File: config.mk
export PLATFORM = sky130hd
export DESIGN_NAME = dmcr_regs
export DESIGN_NICKNAME = d
export VERILOG_FILES = /design/src/design/dmcr_pkg.sv /design/src/design/dmcr_regs.sv
export SDC_FILE = /design/constraint.sdc
export NUM_CORES = 1
export LEC_CHECK = 0
export BUFFER_PORTS_ARGS = -buffer_cell sky130_fd_sc_hd__clkbuf_2
export CAP_MARGIN = 20
export CELL_PAD_IN_SITES_DETAIL_PLACEMENT = 0
export CELL_PAD_IN_SITES_GLOBAL_PLACEMENT = 1
export CORE_MARGIN = 1.5
export CORE_UTILIZATION = 34
export CTS_BUF_LIST = sky130_fd_sc_hd__clkbuf_8
export CTS_CLUSTER_DIAMETER = 100
export CTS_CLUSTER_SIZE = 20
export DETAILED_ROUTE_END_ITERATION = 12
export GPL_ROUTABILITY_DRIVEN = 0
export GPL_TIMING_DRIVEN = 0
export HOLD_SLACK_MARGIN = 0.15
export PLACE_DENSITY = 0.91
export SYNTH_ARGS = -nofsm -noshare
export SYNTH_HDL_FRONTEND = slang
export SYNTH_SLANG_ARGS = --single-unit
File: constraint.sdc
create_clock -name clock -period 3.2 [get_ports clock]
set_input_delay 0.64 -clock clock [delete_from_list [all_inputs] [get_ports clock]]
set_output_delay 0.64 -clock clock [all_outputs]
set_load 0.01 [all_outputs]
File: src/design/dmcr_pkg.sv
// dmcr_pkg: register map, reset values and field positions of the
// misc control register group of the video digitizer.
// assumes nothing beyond a sv-2012 compiler.
`default_nettype none
package dmcr_pkg;
   // subaddresses
   localparam logic [7:0] MISC_CONTROL_ONE_ADDR = 8'h16;
   localparam logic [7:0] MISC_CONTROL_TWO_ADDR = 8'h17;
   localparam logic [7:0] MISC_CONTROL_THREE_ADDR = 8'h18;
   localparam logic [7:0] INPUT_MUX_SELECT_ONE_ADDR = 8'h19;
   localparam logic [7:0] FILTER_CLOCK_SYNC_SELECT_ADDR = 8'h1a;
   // reset values
   localparam logic [7:0] MISC_CONTROL_ONE_RST = 8'h11;
   localparam logic [7:0] MISC_CONTROL_TWO_RST = 8'h03;
   localparam logic [7:0] MISC_CONTROL_THREE_RST = 8'h00;
   localparam logic [7:0] INPUT_MUX_SELECT_ONE_RST = 8'h00;
   localparam logic [7:0] FILTER_CLOCK_SYNC_SELECT_RST = 8'hc2;
   // writable bit masks, reserved bits read as zero
   localparam logic [7:0] MISC_CONTROL_ONE_MASK = 8'h13;
   localparam logic [7:0] MISC_CONTROL_TWO_MASK = 8'h73;
   localparam logic [7:0] MISC_CONTROL_THREE_MASK = 8'h37;
   localparam logic [7:0] INPUT_MUX_SELECT_ONE_MASK = 8'hff;
   localparam logic [7:0] FILTER_CLOCK_SYNC_SELECT_MASK = 8'hff;
   // misc control one fields
   localparam int STARTUP_BIT = 0;
   localparam int POWERDOWN_BIT = 1;
   localparam int ALIGN_BIT = 4;
   // misc control two fields
   localparam int OUT_EN_N_BIT = 0;
   localparam int GREEN_OUT_EN_N_BIT = 1;
   localparam int TEST_SEL_LSB = 4;
   // misc control three fields
   localparam int CLK_EDGE_BIT = 0;
   localparam int GREEN_INV_BIT = 1;
   localparam int FIELD_INV_BIT = 2;
   localparam int CONVERT_EN_BIT = 4;
   localparam int BLANK_EN_BIT = 5;
   // input mux fields
   localparam int BLUE_SEL_LSB = 0;
   localparam int GREEN_SEL_LSB = 2;
   localparam int RED_SEL_LSB = 4;
   localparam int GSYNC_SEL_LSB = 6;
   // filter, clock and sync select fields
   localparam int HSYNC_PICK_BIT = 0;
   localparam int PCLK_SEL_BIT = 1;
   localparam int VSYNC_PICK_BIT = 2;
   localparam int CLK_SEL_BIT = 3;
   localparam int CLAMP_LPF_LSB = 4;
   localparam int GSYNC_LPF_LSB = 6;
   // standard blank levels for a 10 bit luma and chroma sample
   localparam logic [9:0] BLANK_LUMA = 10'h040;
   localparam logic [9:0] BLANK_CHROMA = 10'h200;
   // test pin selector codes
   typedef enum logic [2:0] {
      DMCR_TP_FIELD = 3'b000,
      DMCR_TP_DATA_EN = 3'b001,
      DMCR_TP_RSVD2 = 3'b010,
      DMCR_TP_RSVD3 = 3'b011,
      DMCR_TP_REFCLK = 3'b100,
      DMCR_TP_COAST = 3'b101,
      DMCR_TP_CLAMP = 3'b110,
      DMCR_TP_HIZ = 3'b111
   } dmcr_test_sel_e;
endpackage
`default_nettype wire

File: src/design/dmcr_regs.sv
// dmcr_regs: misc control register group of the digitizer, with the
// output enables, polarity controls, test pin selector and sync selects.
// assumes a serial control engine that presents subaddress level writes
// and reads, and same-clock video timing signals from the sync processor.
// the pin pads and three-state drivers sit outside; each _oe is high to drive.
// all flops share one clock and a synchronous reset; clk_en low freezes them.
//
// Functional notes
// - alignment bit one selects normal chroma pairing, zero the alternative.
// - powerdown bit one powers the line pll down, zero runs it.
// - startup bit one enables the line pll startup circuit.
// - three bit code selects field, data enable, refclock, coast, clamp or hi-z.
// - green sync output driven when its low-active enable is zero.
// - data, clock, syncs and field outputs driven only when enable is zero.
// - data enable equals active video window outside vertical blanking.
// - blank enable forces standard blank levels outside data enable while embedded syncs used.
// - colour converter output used when enabled, bypassed otherwise.
// - field flag is one on odd field, inverted by field polarity bit.
// - field polarity bit also inverts data enable on the test pin.
// - green sync polarity bit one inverts the green sync output.
// - clock edge bit zero gives rising edge data, one falling edge.
// - four two-bit fields select analog inputs; green code 11 is input four.
// - green sync filter: 2.5, 10, 33 MHz or bypass by default.
// - coarse clamp filter: 4.8 default, 0.5, 1.7 MHz, code 11 reserved.
// - sync reference is internal oscillator at zero, external clock at one.
// - control port, separator and detectors always use the internal reference.
// - vertical sync select zero picks input a, one picks input b.
// - converter sample clock is line pll at one, external clock at zero.
// - horizontal sync select zero picks input a, one picks input b.
`default_nettype none
module dmcr_regs
   import dmcr_pkg::*;
(
   input wire logic clock,
   input wire logic sys_rst,
   input wire logic clk_en,
   // subaddress register port
   input wire logic [7:0] reg_addr,
   input wire logic reg_write,
   input wire logic [7:0] reg_wdata,
   output logic [7:0] reg_rdata,
   output logic reg_addr_hit,
   // same-clock video timing from sync processing
   input wire logic odd_field,
   input wire logic active_video_window,
   input wire logic vertical_blank_window,
   input wire logic internal_ref_clock,
   input wire logic coast,
   input wire logic clamp_pulse,
   input wire logic embedded_sync_enable,
   input wire logic horizontal_sync_proc,
   input wire logic vertical_sync_proc,
   input wire logic green_sync_proc,
   input wire logic sample_clock_phase,
   input wire logic [29:0] pixel_in,
   input wire logic [29:0] converted_pixel_in,
   // sync pins from outside
   input wire logic hsync_a_pin,
   input wire logic hsync_b_pin,
   input wire logic vsync_a_pin,
   input wire logic vsync_b_pin,
   // three-state outputs
   output logic [29:0] pixel_data_out,
   output logic pixel_data_oe,
   output logic output_data_clock,
   output logic output_data_clock_oe,
   output logic horizontal_sync_output,
   output logic horizontal_sync_oe,
   output logic vertical_sync_output,
   output logic vertical_sync_oe,
   output logic field_flag_output,
   output logic field_flag_oe,
   output logic green_sync_output,
   output logic green_sync_oe,
   output logic test_pin_out,
   output logic test_pin_oe,
   // control levels to analog and clock blocks
   output logic chroma_pair_alignment,
   output logic line_pll_powerdown,
   output logic line_pll_startup_enable,
   output logic color_convert_enable,
   output logic [1:0] green_sync_input_select,
   output logic [1:0] red_input_select,
   output logic [1:0] green_input_select,
   output logic [1:0] blue_input_select,
   output logic [1:0] green_sync_filter_select,
   output logic [1:0] coarse_clamp_filter_select,
   output logic sync_ref_external,
   output logic sample_clock_from_pll,
   output logic selected_hsync,
   output logic selected_vsync
);

   logic [7:0] misc_control_one_reg;
   logic [7:0] misc_control_two_reg;
   logic [7:0] misc_control_three_reg;
   logic [7:0] input_mux_select_one_reg;
   logic [7:0] filter_clock_sync_select_reg;
   logic [3:0] sync_meta_reg;
   logic [3:0] sync_pin_reg;
   logic [29:0] pixel_data_reg;
   logic field_flag_reg;
   logic horizontal_sync_reg;
   logic vertical_sync_reg;
   logic green_sync_reg;
   logic test_pin_reg;

   // next values of the video and test pin registers
   logic [29:0] pixel_data_next;
   logic test_pin_next;

   // reserved bits are dropped on write and read back as zero
   function automatic logic [7:0] masked_write(input logic [7:0] data, input logic [7:0] mask);
      masked_write = data & mask;
   endfunction

   // test codes that put a signal on the test pin
   function automatic logic test_code_driven(input logic [2:0] code);
      case (dmcr_test_sel_e'(code))
         DMCR_TP_FIELD, DMCR_TP_DATA_EN, DMCR_TP_REFCLK: test_code_driven = 1'b1;
         DMCR_TP_COAST, DMCR_TP_CLAMP: test_code_driven = 1'b1;
         default: test_code_driven = 1'b0;
      endcase
   endfunction

   // address decode
   wire sel_one = (reg_addr == MISC_CONTROL_ONE_ADDR);
   wire sel_two = (reg_addr == MISC_CONTROL_TWO_ADDR);
   wire sel_three = (reg_addr == MISC_CONTROL_THREE_ADDR);
   wire sel_mux = (reg_addr == INPUT_MUX_SELECT_ONE_ADDR);
   wire sel_fcs = (reg_addr == FILTER_CLOCK_SYNC_SELECT_ADDR);
   wire wr_ok = reg_write & clk_en;

   // per-register write strobes, a frozen clock enable drops the write
   // unmapped subaddresses match no strobe and are ignored
   wire wr_one = wr_ok & sel_one;
   wire wr_two = wr_ok & sel_two;
   wire wr_three = wr_ok & sel_three;
   wire wr_mux = wr_ok & sel_mux;
   wire wr_fcs = wr_ok & sel_fcs;

   // misc control one
   always_ff @(posedge clock) begin
      if (sys_rst) begin
         misc_control_one_reg <= MISC_CONTROL_ONE_RST;
      end else if (wr_one) begin
         misc_control_one_reg <= masked_write(reg_wdata, MISC_CONTROL_ONE_MASK);
      end
   end

   // misc control two
   always_ff @(posedge clock) begin
      if (sys_rst) begin
         misc_control_two_reg <= MISC_CONTROL_TWO_RST;
      end else if (wr_two) begin
         misc_control_two_reg <= masked_write(reg_wdata, MISC_CONTROL_TWO_MASK);
      end
   end

   // misc control three
   always_ff @(posedge clock) begin
      if (sys_rst) begin
         misc_control_three_reg <= MISC_CONTROL_THREE_RST;
      end else if (wr_three) begin
         misc_control_three_reg <= masked_write(reg_wdata, MISC_CONTROL_THREE_MASK);
      end
   end

   // input mux select
   always_ff @(posedge clock) begin
      if (sys_rst) begin
         input_mux_select_one_reg <= INPUT_MUX_SELECT_ONE_RST;
      end else if (wr_mux) begin
         input_mux_select_one_reg <= masked_write(reg_wdata, INPUT_MUX_SELECT_ONE_MASK);
      end
   end

   // filter, clock and sync select
   always_ff @(posedge clock) begin
      if (sys_rst) begin
         filter_clock_sync_select_reg <= FILTER_CLOCK_SYNC_SELECT_RST;
      end else if (wr_fcs) begin
         filter_clock_sync_select_reg <= masked_write(reg_wdata, FILTER_CLOCK_SYNC_SELECT_MASK);
      end
   end

   // readback, unmapped subaddresses read zero
   // a read has no side effect, so software may poll it freely
   assign reg_addr_hit = sel_one | sel_two | sel_three | sel_mux | sel_fcs;
   assign reg_rdata = ({8{sel_one}} & misc_control_one_reg)
      | ({8{sel_two}} & misc_control_two_reg)
      | ({8{sel_three}} & misc_control_three_reg)
      | ({8{sel_mux}} & input_mux_select_one_reg)
      | ({8{sel_fcs}} & filter_clock_sync_select_reg);

   // field decode
   // chroma pairing mode
   assign chroma_pair_alignment = misc_control_one_reg[ALIGN_BIT];

   assign line_pll_powerdown = misc_control_one_reg[POWERDOWN_BIT];

   assign line_pll_startup_enable = misc_control_one_reg[STARTUP_BIT];

   // misc control two: enables and test code
   wire out_en_n = misc_control_two_reg[OUT_EN_N_BIT];
   wire green_sync_out_enable_n = misc_control_two_reg[GREEN_OUT_EN_N_BIT];
   wire [2:0] test_sel = misc_control_two_reg[TEST_SEL_LSB +: 3];

   // misc control three: polarities and blank enable
   wire out_clock_edge_select = misc_control_three_reg[CLK_EDGE_BIT];
   wire green_sync_out_invert = misc_control_three_reg[GREEN_INV_BIT];
   wire field_flag_invert = misc_control_three_reg[FIELD_INV_BIT];
   wire blank_enable = misc_control_three_reg[BLANK_EN_BIT];

   assign color_convert_enable = misc_control_three_reg[CONVERT_EN_BIT];

   // analog input selectors, green code 11 is the fourth input
   assign blue_input_select = input_mux_select_one_reg[BLUE_SEL_LSB +: 2];
   assign green_input_select = input_mux_select_one_reg[GREEN_SEL_LSB +: 2];
   assign red_input_select = input_mux_select_one_reg[RED_SEL_LSB +: 2];
   assign green_sync_input_select = input_mux_select_one_reg[GSYNC_SEL_LSB +: 2];

   assign green_sync_filter_select = filter_clock_sync_select_reg[GSYNC_LPF_LSB +: 2];

   assign coarse_clamp_filter_select = filter_clock_sync_select_reg[CLAMP_LPF_LSB +: 2];

   // sync reference source; control port stays on internal ref
   assign sync_ref_external = filter_clock_sync_select_reg[CLK_SEL_BIT];

   assign sample_clock_from_pll = filter_clock_sync_select_reg[PCLK_SEL_BIT];
   wire vertical_sync_input_select = filter_clock_sync_select_reg[VSYNC_PICK_BIT];
   wire horizontal_sync_input_select = filter_clock_sync_select_reg[HSYNC_PICK_BIT];

   // sync pins are asynchronous: two flops before any mux reads them
   // vector order: hsync a, hsync b, vsync a, vsync b
   always_ff @(posedge clock) begin
      if (sys_rst) begin
         sync_meta_reg <= 4'h0;
         sync_pin_reg <= 4'h0;
      end else if (clk_en) begin
         sync_meta_reg <= {vsync_b_pin, vsync_a_pin, hsync_b_pin, hsync_a_pin};
         sync_pin_reg <= sync_meta_reg;
      end
   end

   assign selected_hsync = horizontal_sync_input_select ? sync_pin_reg[1] : sync_pin_reg[0];
   assign selected_vsync = vertical_sync_input_select ? sync_pin_reg[3] : sync_pin_reg[2];

   // data enable from active video outside vertical blanking
   wire data_enable = active_video_window & ~vertical_blank_window;
   wire field_flag_next = odd_field ^ field_flag_invert;

   // forced blank level outside data enable with embedded syncs
   wire force_blank = blank_enable & embedded_sync_enable & ~data_enable;
   wire [29:0] video_sel = color_convert_enable ? converted_pixel_in : pixel_in;
   // blank word: chroma in the outer fields, luma in the middle one
   assign pixel_data_next = force_blank ? {BLANK_CHROMA, BLANK_LUMA, BLANK_CHROMA} : video_sel;

   always_comb begin
      case (dmcr_test_sel_e'(test_sel))
         DMCR_TP_FIELD: test_pin_next = field_flag_next;
         // field polarity also inverts data enable
         DMCR_TP_DATA_EN: test_pin_next = data_enable ^ field_flag_invert;
         DMCR_TP_REFCLK: test_pin_next = internal_ref_clock;
         DMCR_TP_COAST: test_pin_next = coast;
         DMCR_TP_CLAMP: test_pin_next = clamp_pulse;
         default: test_pin_next = 1'b0;
      endcase
   end

   // reserved codes and the high impedance code leave the pin undriven
   wire test_pin_drive = test_code_driven(test_sel);

   // video data register
   always_ff @(posedge clock) begin
      if (sys_rst) begin
         pixel_data_reg <= 30'h0;
      end else if (clk_en) begin
         pixel_data_reg <= pixel_data_next;
      end
   end

   // field flag and discrete sync registers
   always_ff @(posedge clock) begin
      if (sys_rst) begin
         field_flag_reg <= 1'b0;
         horizontal_sync_reg <= 1'b0;
         vertical_sync_reg <= 1'b0;
         green_sync_reg <= 1'b0;
      end else if (clk_en) begin
         field_flag_reg <= field_flag_next;
         horizontal_sync_reg <= horizontal_sync_proc;
         vertical_sync_reg <= vertical_sync_proc;
         green_sync_reg <= green_sync_proc ^ green_sync_out_invert;
      end
   end

   // test pin register, aligned with the other outputs
   always_ff @(posedge clock) begin
      if (sys_rst) begin
         test_pin_reg <= 1'b0;
      end else if (clk_en) begin
         test_pin_reg <= test_pin_next;
      end
   end

   assign pixel_data_out = pixel_data_reg;
   assign field_flag_output = field_flag_reg;
   assign horizontal_sync_output = horizontal_sync_reg;
   assign vertical_sync_output = vertical_sync_reg;
   assign green_sync_output = green_sync_reg;
   assign test_pin_out = test_pin_reg;
   assign test_pin_oe = test_pin_drive;
   // output clock inverted when the clock edge bit is one, so data changes on the falling edge
   // passed through, not registered, so it keeps the sample clock phase
   assign output_data_clock = sample_clock_phase ^ out_clock_edge_select;

   // shared low-active enable for data, clock, syncs and field
   wire bus_drive = ~out_en_n;
   assign pixel_data_oe = bus_drive;
   assign output_data_clock_oe = bus_drive;
   assign horizontal_sync_oe = bus_drive;
   assign vertical_sync_oe = bus_drive;
   assign field_flag_oe = bus_drive;
   assign green_sync_oe = ~green_sync_out_enable_n;

endmodule
`default_nettype wire

Word-level counts from Yosys, hierarchy flattened

Cells that the tools add are included.
W data, S select, Z words.

Bitwise operators: 30
Reduce and logical (&&, ||, !) cells: 2
Equality and inequality tests: 9
Muxes and demuxes: 6

Operators with widths:

| kind                 | number |
|---|---|
| $mux W30             | 2 |
| $eq A8 B5 Y1 const B | 5 |
| $or A8 B8 Y8         | 4 |
| $and A8 B8 Y8        | 2 |
| $and A1 B1 Y1        | 9 |
| $eq A3 B3 Y1 const B | 3 |
| $and A8 B5 Y8        | 1 |
| $and A8 B6 Y8        | 1 |
| $and A8 B7 Y8        | 1 |
| $pmux W1 S5          | 1 |
| $reduce_or A5 Y1     | 1 |
| $not A1 Y1           | 4 |
| $or A1 B1 Y1         | 4 |
| $xor A1 B1 Y1        | 4 |
| $eq A3 B1 Y1 const B | 1 |
| $logic_not A3 Y1     | 1 |
| $mux W1              | 3 |

Bits in registers: 72
Word-level logic and storage cells: 60

Logic depth before layout (Yosys ltp)

Gate-level depths: netlist of run 1.

Word-level depth: 6
Gate-level depth with buffers: 6
Gate-level depth less buffers: 4

Worst setup path before layout of run 1

Ideal clock, no wire load.

Kind: input port to output port
Start point: input reg_addr[5]
End point: output reg_rdata[6]
Data arrival time: 2.087 ns
Cell stages on the path: 5
Slack: 0.473 ns
Path buffers: 1
Cell sequence: or4b_4 -> buf_6 -> or2_2 -> or3_1 -> o31ai_1

Longest elaborated chain between the ends: 6
Elaborated cells between the ends (all ways): 14
Those cells by class: eq/ne: 5; bitwise: 9

Ends and longest elaborated chain:

| what                                                  | RTL line                           | text |
|---|---|---|
| from (decl)                                           | dmcr_regs.sv:38                    | `input wire logic [7:0] reg_addr,` |
| $eq A8 B5 Y1, on equally long branches                | dmcr_regs.sv:127, dmcr_regs.sv:128 |  |
| $and A8 B5 Y8 / $and A8 B7 Y8 (equally long branches) | dmcr_regs.sv:190, dmcr_regs.sv:191 |  |
| $or A8 B8 Y8                                          | dmcr_regs.sv:191                   | `\| ({8{sel_two}} & misc_control_two_reg)` |
| $or A8 B8 Y8                                          | dmcr_regs.sv:192                   | `\| ({8{sel_three}} & misc_control_three_reg)` |
| $or A8 B8 Y8                                          | dmcr_regs.sv:193                   | `\| ({8{sel_mux}} & input_mux_select_one_reg)` |
| $or A8 B8 Y8 (*)                                      | dmcr_regs.sv:194                   | `\| ({8{sel_fcs}} & filter_clock_sync_select_reg);` |
| to (decl)                                             | dmcr_regs.sv:41                    | `output logic [7:0] reg_rdata,` |

Mark *: on every way between the ends. The rest lies on a longest branch, timed or not.

Final worst setup path of run 1

Same ends and word-level chain as after synthesis.

==> results.md, run 1 <==
- GRT Overall Usage: 18.6%
- Initial antenna violation count: 0
- Antenna cells: 0
- Clk pwr share: 40.6%
- Fin crit share: 94.4%
- Core area: about 9700 sq um
- Unrepaired setup endpoints after global routing: false
- Final Cell Area: approximately 4600 sq um
- Status: finished, final reports clean
- I/O pins: 167
- Max Slew Vio Count: 0
- Crit Path Category: input port to output port
- Placed cell areas: 4370 sq um
- Hold Path Depth: 2
- CP Buf/Inv Count: 3
- Initial Util: 34.8%
- Max incr delay on CP: ~580 ps
- Largest delay share family, worst path: simple AND/OR/NAND/NOR gates
- Synth unique cells: 36
- HPWL after DPL: 7830 microns
- Final hold vios: 0
- Max_slew headroom: 45.2%
- DRT Pass-1 Iters: 5
- Worst Path Arrival: approximately 2400 ps
- Placed cell count: 649
- Drc violations: 0
- Post-Syn Nets: 447
- Post-synth top flop: dfxtp_1
- Number of synthesis warnings: 0
- H-tree levels: 3
- Total gr overflow: 0
- Internal power: between 0.001 and 0.0015 W
- Row count: 36
- Flop pwr share: 47.3%
- # clock sinks: 72
- Sum Neg Setup Slack: 0 ps
- Syn Area/Cell: 9.62 sq um
- Critical Path Start Type: input port
- Final ANT Viol Nets: 0
- Cells after Synth: 352
- Fmax: ~330 MHz
- Layout Cells excl Fill: 665
- Port buffer count: 164
- VDD IR max: 0.000251 V
- Share of cells above drive strength 1: 43.0%
- Worst hold-check path type: flip-flop to flip-flop
- Post-layout nets: about 620
- Post-Route WL: 10200 microns
- Worst Path Required: 2560 ps
- Max_cap viols: 0
- PD cells: 433 nW/um^2
- Hold-fix buffers at CTS: 0
- R2R depth: 5
- CP max-delay cell: or4b_4
- Clock Latency Late Sink: roughly 340 ps
- Combinational power share: 12.1%
- Iter 0 DRT Violations: 78
- # setup viols final: 0
- Tmin final: 3020 ps
- Leak: 2.09 nW
- Syn-to-layout area delta: 35.6%
- First-pass GRT wire length: 15100 microns
- Synthesized cell area: 3390 sq um
- Critical path depth in cells: 7
- Async set-reset flop share out of synthesis: 0%
- Max FFs per register: 30
- Largest net degree at the start of global routing: 14
- CTS Root Cell: clkbuf_8
- Vias in the first global route: 3063
- Sw Pwr: 0.000510 W
- Via count: approximately 3300
- Die Ht: 103 microns
- CTS max path bufs: 2
- Die X: 103 microns
- Switching part of the total: 25.6%
- CP max FO: 10
- Clk slew on worst S/H paths: 80 ps
- Vias per Instance: 4.95
- CTS tree: done
- Gates resized, CTS repair: 0
- Critical path cell sequence: clkbuf_2 > or4b_4 > buf_6 > or2_2 > or3_1 > o31ai_1 > clkbuf_2
- Seq/Total Area, Yosys: 42.6%
- Worst setup EP type: output port
- FF+latch count, synth: 72
- Post-synth EDFFs: 0
- Most used cell, CP: clkbuf_2
- Die ar.: around 11000 sq um
- Worst-Margin Slew: 816 ps
- Clk_skew: about 7.6 ps
- Post-CTS Setup Bufs: 0
- Avg WL per Cell: 15.3 microns
- Inserted Clock Buffers: 9
==> cell type report <==
type	count	area, sq um
Fill cell	954	5130
Multi-Input combinational cell	242	1770
Sequential cell	72	1440
Timing Repair Buffer	164	821
Tap cell	133	166
Buffer	33	161
Clock buffer	9	124
Clock inverter	7	96.3
Inverter	5	18.8
==> kinds of logic (layout without fill, tap and decap cells) <==
family / count (synthesis) / after routing / share of synthesized area (%)
AND/OR/NAND/NOR: 106 / 106 / 15.3
multiplexers: 73 / 73 / 22.8
flip-flops: 72 / 72 / 42.6
AO/OA/AOI/OAI: 59 / 59 / 12.9
buffers and inverters: 38 / 218 / 5.32
XOR/XNOR: 4 / 4 / 1.03
==> stage by stage <==
stage               util [%]  total power, W  hold WS (ps)  worst slack [ps]
floorplan                  -         0.00108           454               473
global placement        45.0         0.00120           467               176
detailed placement      45.0         0.00120           479               170
CTS                     47.2         0.00200           493               167
global route            47.2         0.00208           494              81.6
finish                  47.2         0.00199           495               178
==> power by group through the flow <==
stage / clock [W] / combinational [W] / sequential, W
floorplan: 0 / 0.000110 / 0.000972
global placement: 0 / 0.000236 / 0.000960
detailed placement: 0 / 0.000241 / 0.000961
CTS: 0.000819 / 0.000242 / 0.000941
global route: 0.000869 / 0.000264 / 0.000945
finish: 0.000806 / 0.000241 / 0.000941
==> worst paths after layout <==
| path | startpoint | slack (ps) | to |
|---|---|---|---|
| max | reg_addr[5] | 180 | reg_rdata[6] |
| min | pixel_data_out[29] | 490 | pixel_data_out[29] |
| max reg2reg | misc_control_three_reg[4] | 1300 | pixel_data_out[25] |
| min reg2reg | pixel_data_out[29] | 490 | pixel_data_out[29] |
==> worst register-to-register path: cells and delay by family (launching register included) <==
family,cells,cell delay (ps)
compound gates,1,160
buf+inv,2,780
mux,1,420
flops,1,370
simple gates,1,50
==> Yosys cell counts, types with 3 or more instances <==
library cell  number  area, sq um
a211o_1            3         26.3
a211oi_1           6         45.0
a21oi_1            5         25.0
a22oi_1           34          255
buf_1              3         11.3
buf_4              8         60.1
clkbuf_1          21         78.8
dfxtp_1           72         1440
inv_1              5         18.8
mux2_2            34          383
mux2i_1           39          390
nand2_1            7         26.3
nand2b_1           5         31.3
nor2_1            77          289
nor2b_1            4         25.0
nor4_4             3         63.8
xnor2_1            3         26.3
==> cell usage in the layout (no fill, tap or decap), types with 2 or more instances in the layout <==
cell          n
clkbuf_2    164
nor2_1       77
dfxtp_1      72
mux2i_1      39
a22oi_1      34
mux2_2       34
clkbuf_1     21
clkbuf_8      9
buf_4         8
nand2_1       7
inv_1         6
a211oi_1      6
nand2b_1      5
a21oi_1       5
nor2b_1       4
buf_1         3
nor4_4        3
a211o_1       3
xnor2_1       3
o31ai_1       2
a32oi_1       2
a31oi_1       2
o211ai_1      2
bufinv_16     2
clkinvlp_4    2
==> per-layer routing <==
metal,vias up,GRT usage [%],part of all wire (%)
li1,1592,-,-
met1,1570,23.7,44
met2,116,30.9,49
met3,14,5.08,6.1
met4,0,5.51,1.5
met5,-,0,0
No activity file was read; power rests on OpenSTA's default activity.
==> inputs of run 2 (changes only) <==
- ABC_AREA: not set -> 1
- CORE_UTILIZATION: 34 -> 32
- HOLD_SLACK_MARGIN: 0.15 -> 0.06
- PLACE_DENSITY: 0.91 -> 0.92
==> run 2 against run 1 <==
- first-iteration DRC count is 56% higher
- sequential power is 0.5% higher
- cell area increased by 1.5%
- clock power shrank 3.1%
- wire length is 2.8% higher
==> results.md, run 2 <==
- Initial antenna violation count: 0
- Worst Path Arrival: 2010 ps
- CTS tree: done
- Via count: 3869
- Drc violations: 0
- Fmax: 377 MHz
- Crit Path Category: input port to output port
- Critical Path Start Type: input port
- Internal power: around 0.0015 W
- Commonest cells post-synth: nand2_1, dfxtp_1, nor2_1, a21oi_1, inv_1
- Worst hold-check path type: flip-flop to flip-flop
- First-pass GRT wire length: approximately 17000 microns
- CTS max path bufs: 2
- # clock sinks: 72
- Hold-fix buffers at CTS: 0
- Core area: 10400 sq um
- Area share of the largest cell type after synthesis: about two fifths
- Inserted Clock Buffers: 9
- Clk slew on worst S/H paths: roughly 70 ps
- Clk_skew: 7.56 ps
- R2r startpoint: misc_control_three_reg[4]
- Tmin final: 2650 ps
- I/O pins: 167
- Sw Pwr: slightly below 0.0005 W
- Syn Area/Cell: ~6.4 sq um
- Final ANT Viol Nets: 0
- Unrepaired setup endpoints after global routing: false
- Die Ht: 107 microns
- Port buffer count: 164
- Cells after Synth: 536
- Post-synth top flop: dfxtp_1
- Combinational power share: 11.6%
- Max_cap viols: 0
- Die ar.: 11400 sq um
- Synthesized cell area: 3460 sq um
- Avg WL per Cell: 12.3 microns
- GRT Overall Usage: 18.6%
- Leak: roughly 2.5 nW
- Share of cells above drive strength 1: around 28%
- Max Slew Vio Count: 0
- CP max FO: 5
- Synth unique cells: 23
- Worst flop-to-flop path endpoint: pixel_data_out[25]
- Most frequent cells in the layout: nand2_1, clkbuf_2, dfxtp_1, nor2_1, a21oi_1
- Final hold vios: 0
- Worst setup EP type: output port
- Post-Syn Nets: roughly 630
- Setup ws final: about 550 ps
- Hold path endpoint: pixel_data_out[7]
- PD cells: 419 nW/um^2
- Die X: 107 microns
- FF+latch count, synth: 72
- R2R depth: 6
- VDD IR max: 0.000203 V
- FF-to-FF setup slack: 1770 ps
- Clock Latency Late Sink: 350 ps
- Clk pwr share: 40.0%
- Row count: 37
- Antenna cells: 0
- Total gr overflow: 0
- Area contributors post-synth: dfxtp_1, nand2_1, a21oi_1
- Worst Path Required: 2560 ps
- Largest net degree at the start of global routing: 12
- Max_slew headroom: 64.3%
- Most frequent cell after synthesis: nand2_1
- Placement Setup Slack: 544 ps
- Initial Util: 33.2%
- CTS Root Cell: clkbuf_8
- Syn-to-layout area delta: 35.0%
- Iter 0 DRT Violations: between 100 and 150
- Hold Path Depth: 2
- # setup viols final: 0
- Sum Neg Setup Slack: 0 ps
- Post-Route WL: between 10000 and 15000 microns
- Status: finished, final reports clean
- Number of synthesis warnings: 0
- Fin crit share: 82.8%
- Max FFs per register: 30
- Worst hold start: pixel_data_out[7]
- Seq/Total Area, Yosys: 41.7%
- Post-CTS Setup Bufs: 0
- Most common cell after layout, fill and taps aside: nand2_1
- Gates resized, CTS repair: 0
- DRT Pass-1 Iters: 4
- Switching part of the total: between 20 and 25%
- H-tree levels: 3
- Post-layout nets: 806
- Async set-reset flop share out of synthesis: 0%
- Vias in the first global route: 3619
- Worst-Margin Slew: 535 ps
- Post-synth EDFFs: 0
- HPWL after DPL: 8290 microns
- Vias per Instance: 4.54
- Flop pwr share: 48.4%
- Largest area contributor in the netlist: dfxtp_1
==> run 2: cell types whose count changed after synthesis, sizes merged, moves of 6 or more <==
cell,change
o21ai,+28
inv,+35
mux2,-34
mux2i,-39
nor2,-20
a211oi,-6
nand2,+205
a22oi,-34
a21oi,+38
nand3,+22
nand4,+6
==> run 2: layout make-up <==
cell class              instances  area [sq um]
plain buffers                  36           189
clock buffers                  13           179
clock inverters                 3          38.8
fillers                      1158          5750
inverters                      40           150
multi-input cells             388          1680
flip-flops and latches         72          1440
well taps                     136           170
repair buffers                164           821
==> run 2: kinds of logic (layout without fill, tap and decap cells) <==
logic type / Yosys count / after routing / synth area share, %
XOR/XNOR: 3 / 3 / 0.760
buffers and inverters: 76 / 256 / 9.81
AO/OA/AOI/OAI: 78 / 78 / 11.8
flip-flops: 72 / 72 / 41.7
AND/OR/NAND/NOR: 307 / 307 / 36.0
==> run 2: how the worst max path moves through the flow <==
stage	startpoint	to	slack [ps]	cells after the start
finish	reg_addr[2]	reg_rdata[4]	550	8
global route	reg_addr[2]	reg_rdata[4]	340	8
CTS	reg_addr[2]	reg_rdata[4]	540	8
detailed placement	reg_addr[2]	reg_rdata[4]	540	8
global placement	reg_addr[2]	reg_rdata[4]	550	8
floorplan	reg_addr[2]	reg_rdata[4]	1020	6
==> run 2: metal layers <==
layer | global-route usage (%) | vias up | wire length [microns]
met3 | 5.23 | 16 | 730
met5 | 0 | - | 0
li1 | - | 2024 | -
met1 | 22.8 | 1703 | 4680
met2 | 31.0 | 126 | 4830
met4 | 7.24 | 0 | 215
==> run 2: power by group through the flow <==
stage | sequential (W) | combinational [W] | clock, W
finish | 0.000946 | 0.000227 | 0.000781
global route | 0.000951 | 0.000257 | 0.000838
CTS | 0.000946 | 0.000230 | 0.000799
detailed placement | 0.000967 | 0.000229 | 0
global placement | 0.000965 | 0.000227 | 0
floorplan | 0.000977 | 0.0000965 | 0
==> run 2: per-stage QoR <==
| step | hold slack [ps] | instances | total power (W) | cell area [sq um] | util (%) |
|---|---|---|---|---|---|
| 3_5_place_dp | 459 | 836 | 0.00120 | 4450 | 42.7 |
| 6_report | 470 | 852 | 0.00195 | 4660 | 44.8 |
| 4_1_cts | 470 | 852 | 0.00198 | 4660 | 44.8 |
| 5_1_grt | 484 | 852 | 0.00205 | 4660 | 44.8 |
| 2_1_floorplan | 449 | 536 | 0.00107 | 3460 | - |
| 3_3_place_gp | 451 | 836 | 0.00119 | 4450 | 42.7 |
==> run 2: worst max-delay path: stages <==
cell,delay (ps)
clkbuf_2,90
inv_1,40
nand2_1,100
nor3_1,420
nand2_1,250
o21ai_0,190
nand3b_1,140
clkbuf_2,140
==> inputs of run 3 (changes only) <==
- CORE_UTILIZATION: 32 -> 28
- PLACE_DENSITY: 0.92 -> 0.86
- clock period: 3.2 -> 2.4 ns (I/O delays scaled with it)
==> run 3 against run 2 <==
- sequential share of layout area decreased by 0.47 points
- sequential power increased by 33%
- cell area increased by 1.6%
- clock-buffer cell count decreased by 2
- global-route usage decreased by 1.5 points
- die area increased by 14%
- clock power increased by 57%
- wire length increased by 5.8%
- cell count increased by 1.4%
- power increased by 43%
- worst hold slack got worse by 120 ps
- critical path depth increased by 2
==> results.md, run 3 (same netlist as run 2, synthesis figures left out) <==
- CTS tree: done
- Vias per Instance: 4.44
- Most common cell after layout, fill and taps aside: nand2_1
- Clock Latency Late Sink: 360 ps
- Inserted Clock Buffers: 9
- Filler cells: about 1400
- Row count: 40
- Sum Neg Setup Slack: 0 ps
- Max_slew headroom: roughly 66%
- Fin crit share: between 90% and 100%
- Via count: 3837
- Clk_skew: 9.48 ps
- Crit Path Category: input port to output port
- HPWL after DPL: 8630 microns
- CTS Root Cell: clkbuf_8
- Leak: 2.49 nW
- Worst-Margin Slew: 515 ps
- Initial Util: between 20% and 30%
- Iter 0 DRT Violations: 164
- # setup viols final: 0
- Hold-fix buffers at CTS: 0
- Post-layout util: 39.4%
- PD cells: 592 nW/um^2
- Final ANT Viol Nets: 0
- Vias in the first global route: 3545
- Drc violations: 0
- Post-layout nets: 807
- Fmax: about 450 MHz
- Worst hold-check path type: input port to flip-flop
- Tmin final: 2210 ps
- Worst flop-to-flop path endpoint: pixel_data_out[9]
- CTS max path bufs: 2
- Worst Path Arrival: 1730 ps
- Die Ht: 114 microns
- CP max-delay cell: buf_4
- CP max FO: 10
- Initial antenna violation count: 0
- # clock sinks: 72
- GRT Overall Usage: 17.1%
- R2r startpoint: misc_control_three_reg[4]
- Layout Cells excl Fill: 864
- Worst setup endpoint: reg_rdata[0]
- Syn-to-layout area delta: 37.1%
- Post-Route WL: 11100 microns
- I/O pins: 167
- Avg WL per Cell: 12.8 microns
- Final hold vios: 0
- R2R depth: 6
- Max_cap viols: 0
- Critical path depth in cells: 10
- Status: finished, final reports clean
- Die ar.: 13000 sq um
- Multi-input gate area in the final layout: 1690 sq um
- Core area: about 12000 sq um
- Max Slew Vio Count: 0
- Largest delay share family, worst path: buffers and inverters
- Largest net degree at the start of global routing: 13
- Die X: ~110 microns
- Port buffer count: roughly 160
- Unrepaired setup endpoints after global routing: false
- Share of cells above drive strength 1: 28.6%
- DRT Pass-1 Iters: 4
- Antenna cells: 0
- CP Buf/Inv Count: 5
- Critical Path Start Type: input port
- Total gr overflow: 0
- VDD IR max: about 0.00021 V
- H-tree levels: 3
- Max incr delay on CP: ~210 ps
- Max FFs per register: 30
- Clk slew on worst S/H paths: ~80 ps
- Critical path cell sequence: clkbuf_2 > inv_1 > nand2_1 > nor3_4 > buf_4 > nand2_1 > o21ai_0 > inv_1 > nand3b_1 > clkbuf_2
- Critical path origin: reg_addr[5]
- FF-to-FF setup slack: 670 ps
- Placed cell count: 847
- Worst Path Required: 1920 ps
- Most frequent cells in the layout: nand2_1, clkbuf_2, dfxtp_1, nor2_1, a21oi_1
- FF+latch area: 1440 sq um
- First-pass GRT wire length: 17400 microns
- Worst setup EP type: output port
-- run 3: cell count changes in the layout (fill, tap and decap cells not counted), sizes merged --
cell	before	now
buf	17	19
clkbuf	196	193
bufinv	1	3
clkinvlp	0	1
inv	41	40
-- run 3: worst min-delay path by stage --
stage	startpoint	end	slack (ps)	cells past startpoint
3_3_place_gp	pixel_data_out[21]	pixel_data_out[21]	450	2
2_1_floorplan	sync_meta_reg[0]	sync_pin_reg[0]	450	2
4_1_cts	reg_wdata[7]	filter_clock_sync_select_reg[7]	330	3
6_report	vsync_b_pin	sync_meta_reg[3]	350	3
3_5_place_dp	pixel_data_out[6]	pixel_data_out[6]	460	2
5_1_grt	vsync_a_pin	sync_meta_reg[2]	350	3
-- run 3: worst reg2reg max path: cells and delay by family, from the launching register on --
family          cells  cell delay [ps]
buf+inv             3              910
flops               1              400
compound gates      2              310
simple gates        1               80
-- run 3: per-layer routing --
metal  GRT usage (%)  vias to the layer above  share of wire (%)
met2            27.9                      127                 46
met3            4.29                       12                6.7
met1            21.7                     1674                 45
met5               0                        -                  0
met4            7.00                        0                1.7
li1                -                     2024                  -
-- run 3: layout make-up --
class	count	area share, %
buffer	35	3.91
clock buffer	11	3.20
clock inverter	5	2.17
inverter	40	3.17
multi-input combinational	388	35.6
sequential	72	30.4
tap	147	3.88
timing repair buffer	166	17.6
-- run 3: timing repair --
item	CTS	global route
endpoints found under the setup margin	0	4
gates resized for setup	0	2
setup buffers	0	2
-- run 3: stage by stage --
step / hold slack (ps) / instance area, sq um / worst slack (ps) / total power, W
after floorplan: 449 / 3460 / 540 / 0.00143
after global placement: 452 / 4460 / 66.7 / 0.00160
after detailed placement: 456 / 4460 / 92.2 / 0.00160
after CTS: 333 / 4710 / 27.5 / 0.00283
after global routing: 353 / 4740 / 14.6 / 0.00291
final: 348 / 4740 / 192 / 0.00280
-- run 3: report_power, final --
part	leakage [nW]	internal [W]	switching [W]
sequential	0.589	0.00124	0.0000222
combinational	1.78	0.000132	0.000177
clock	0.126	0.000746	0.000488
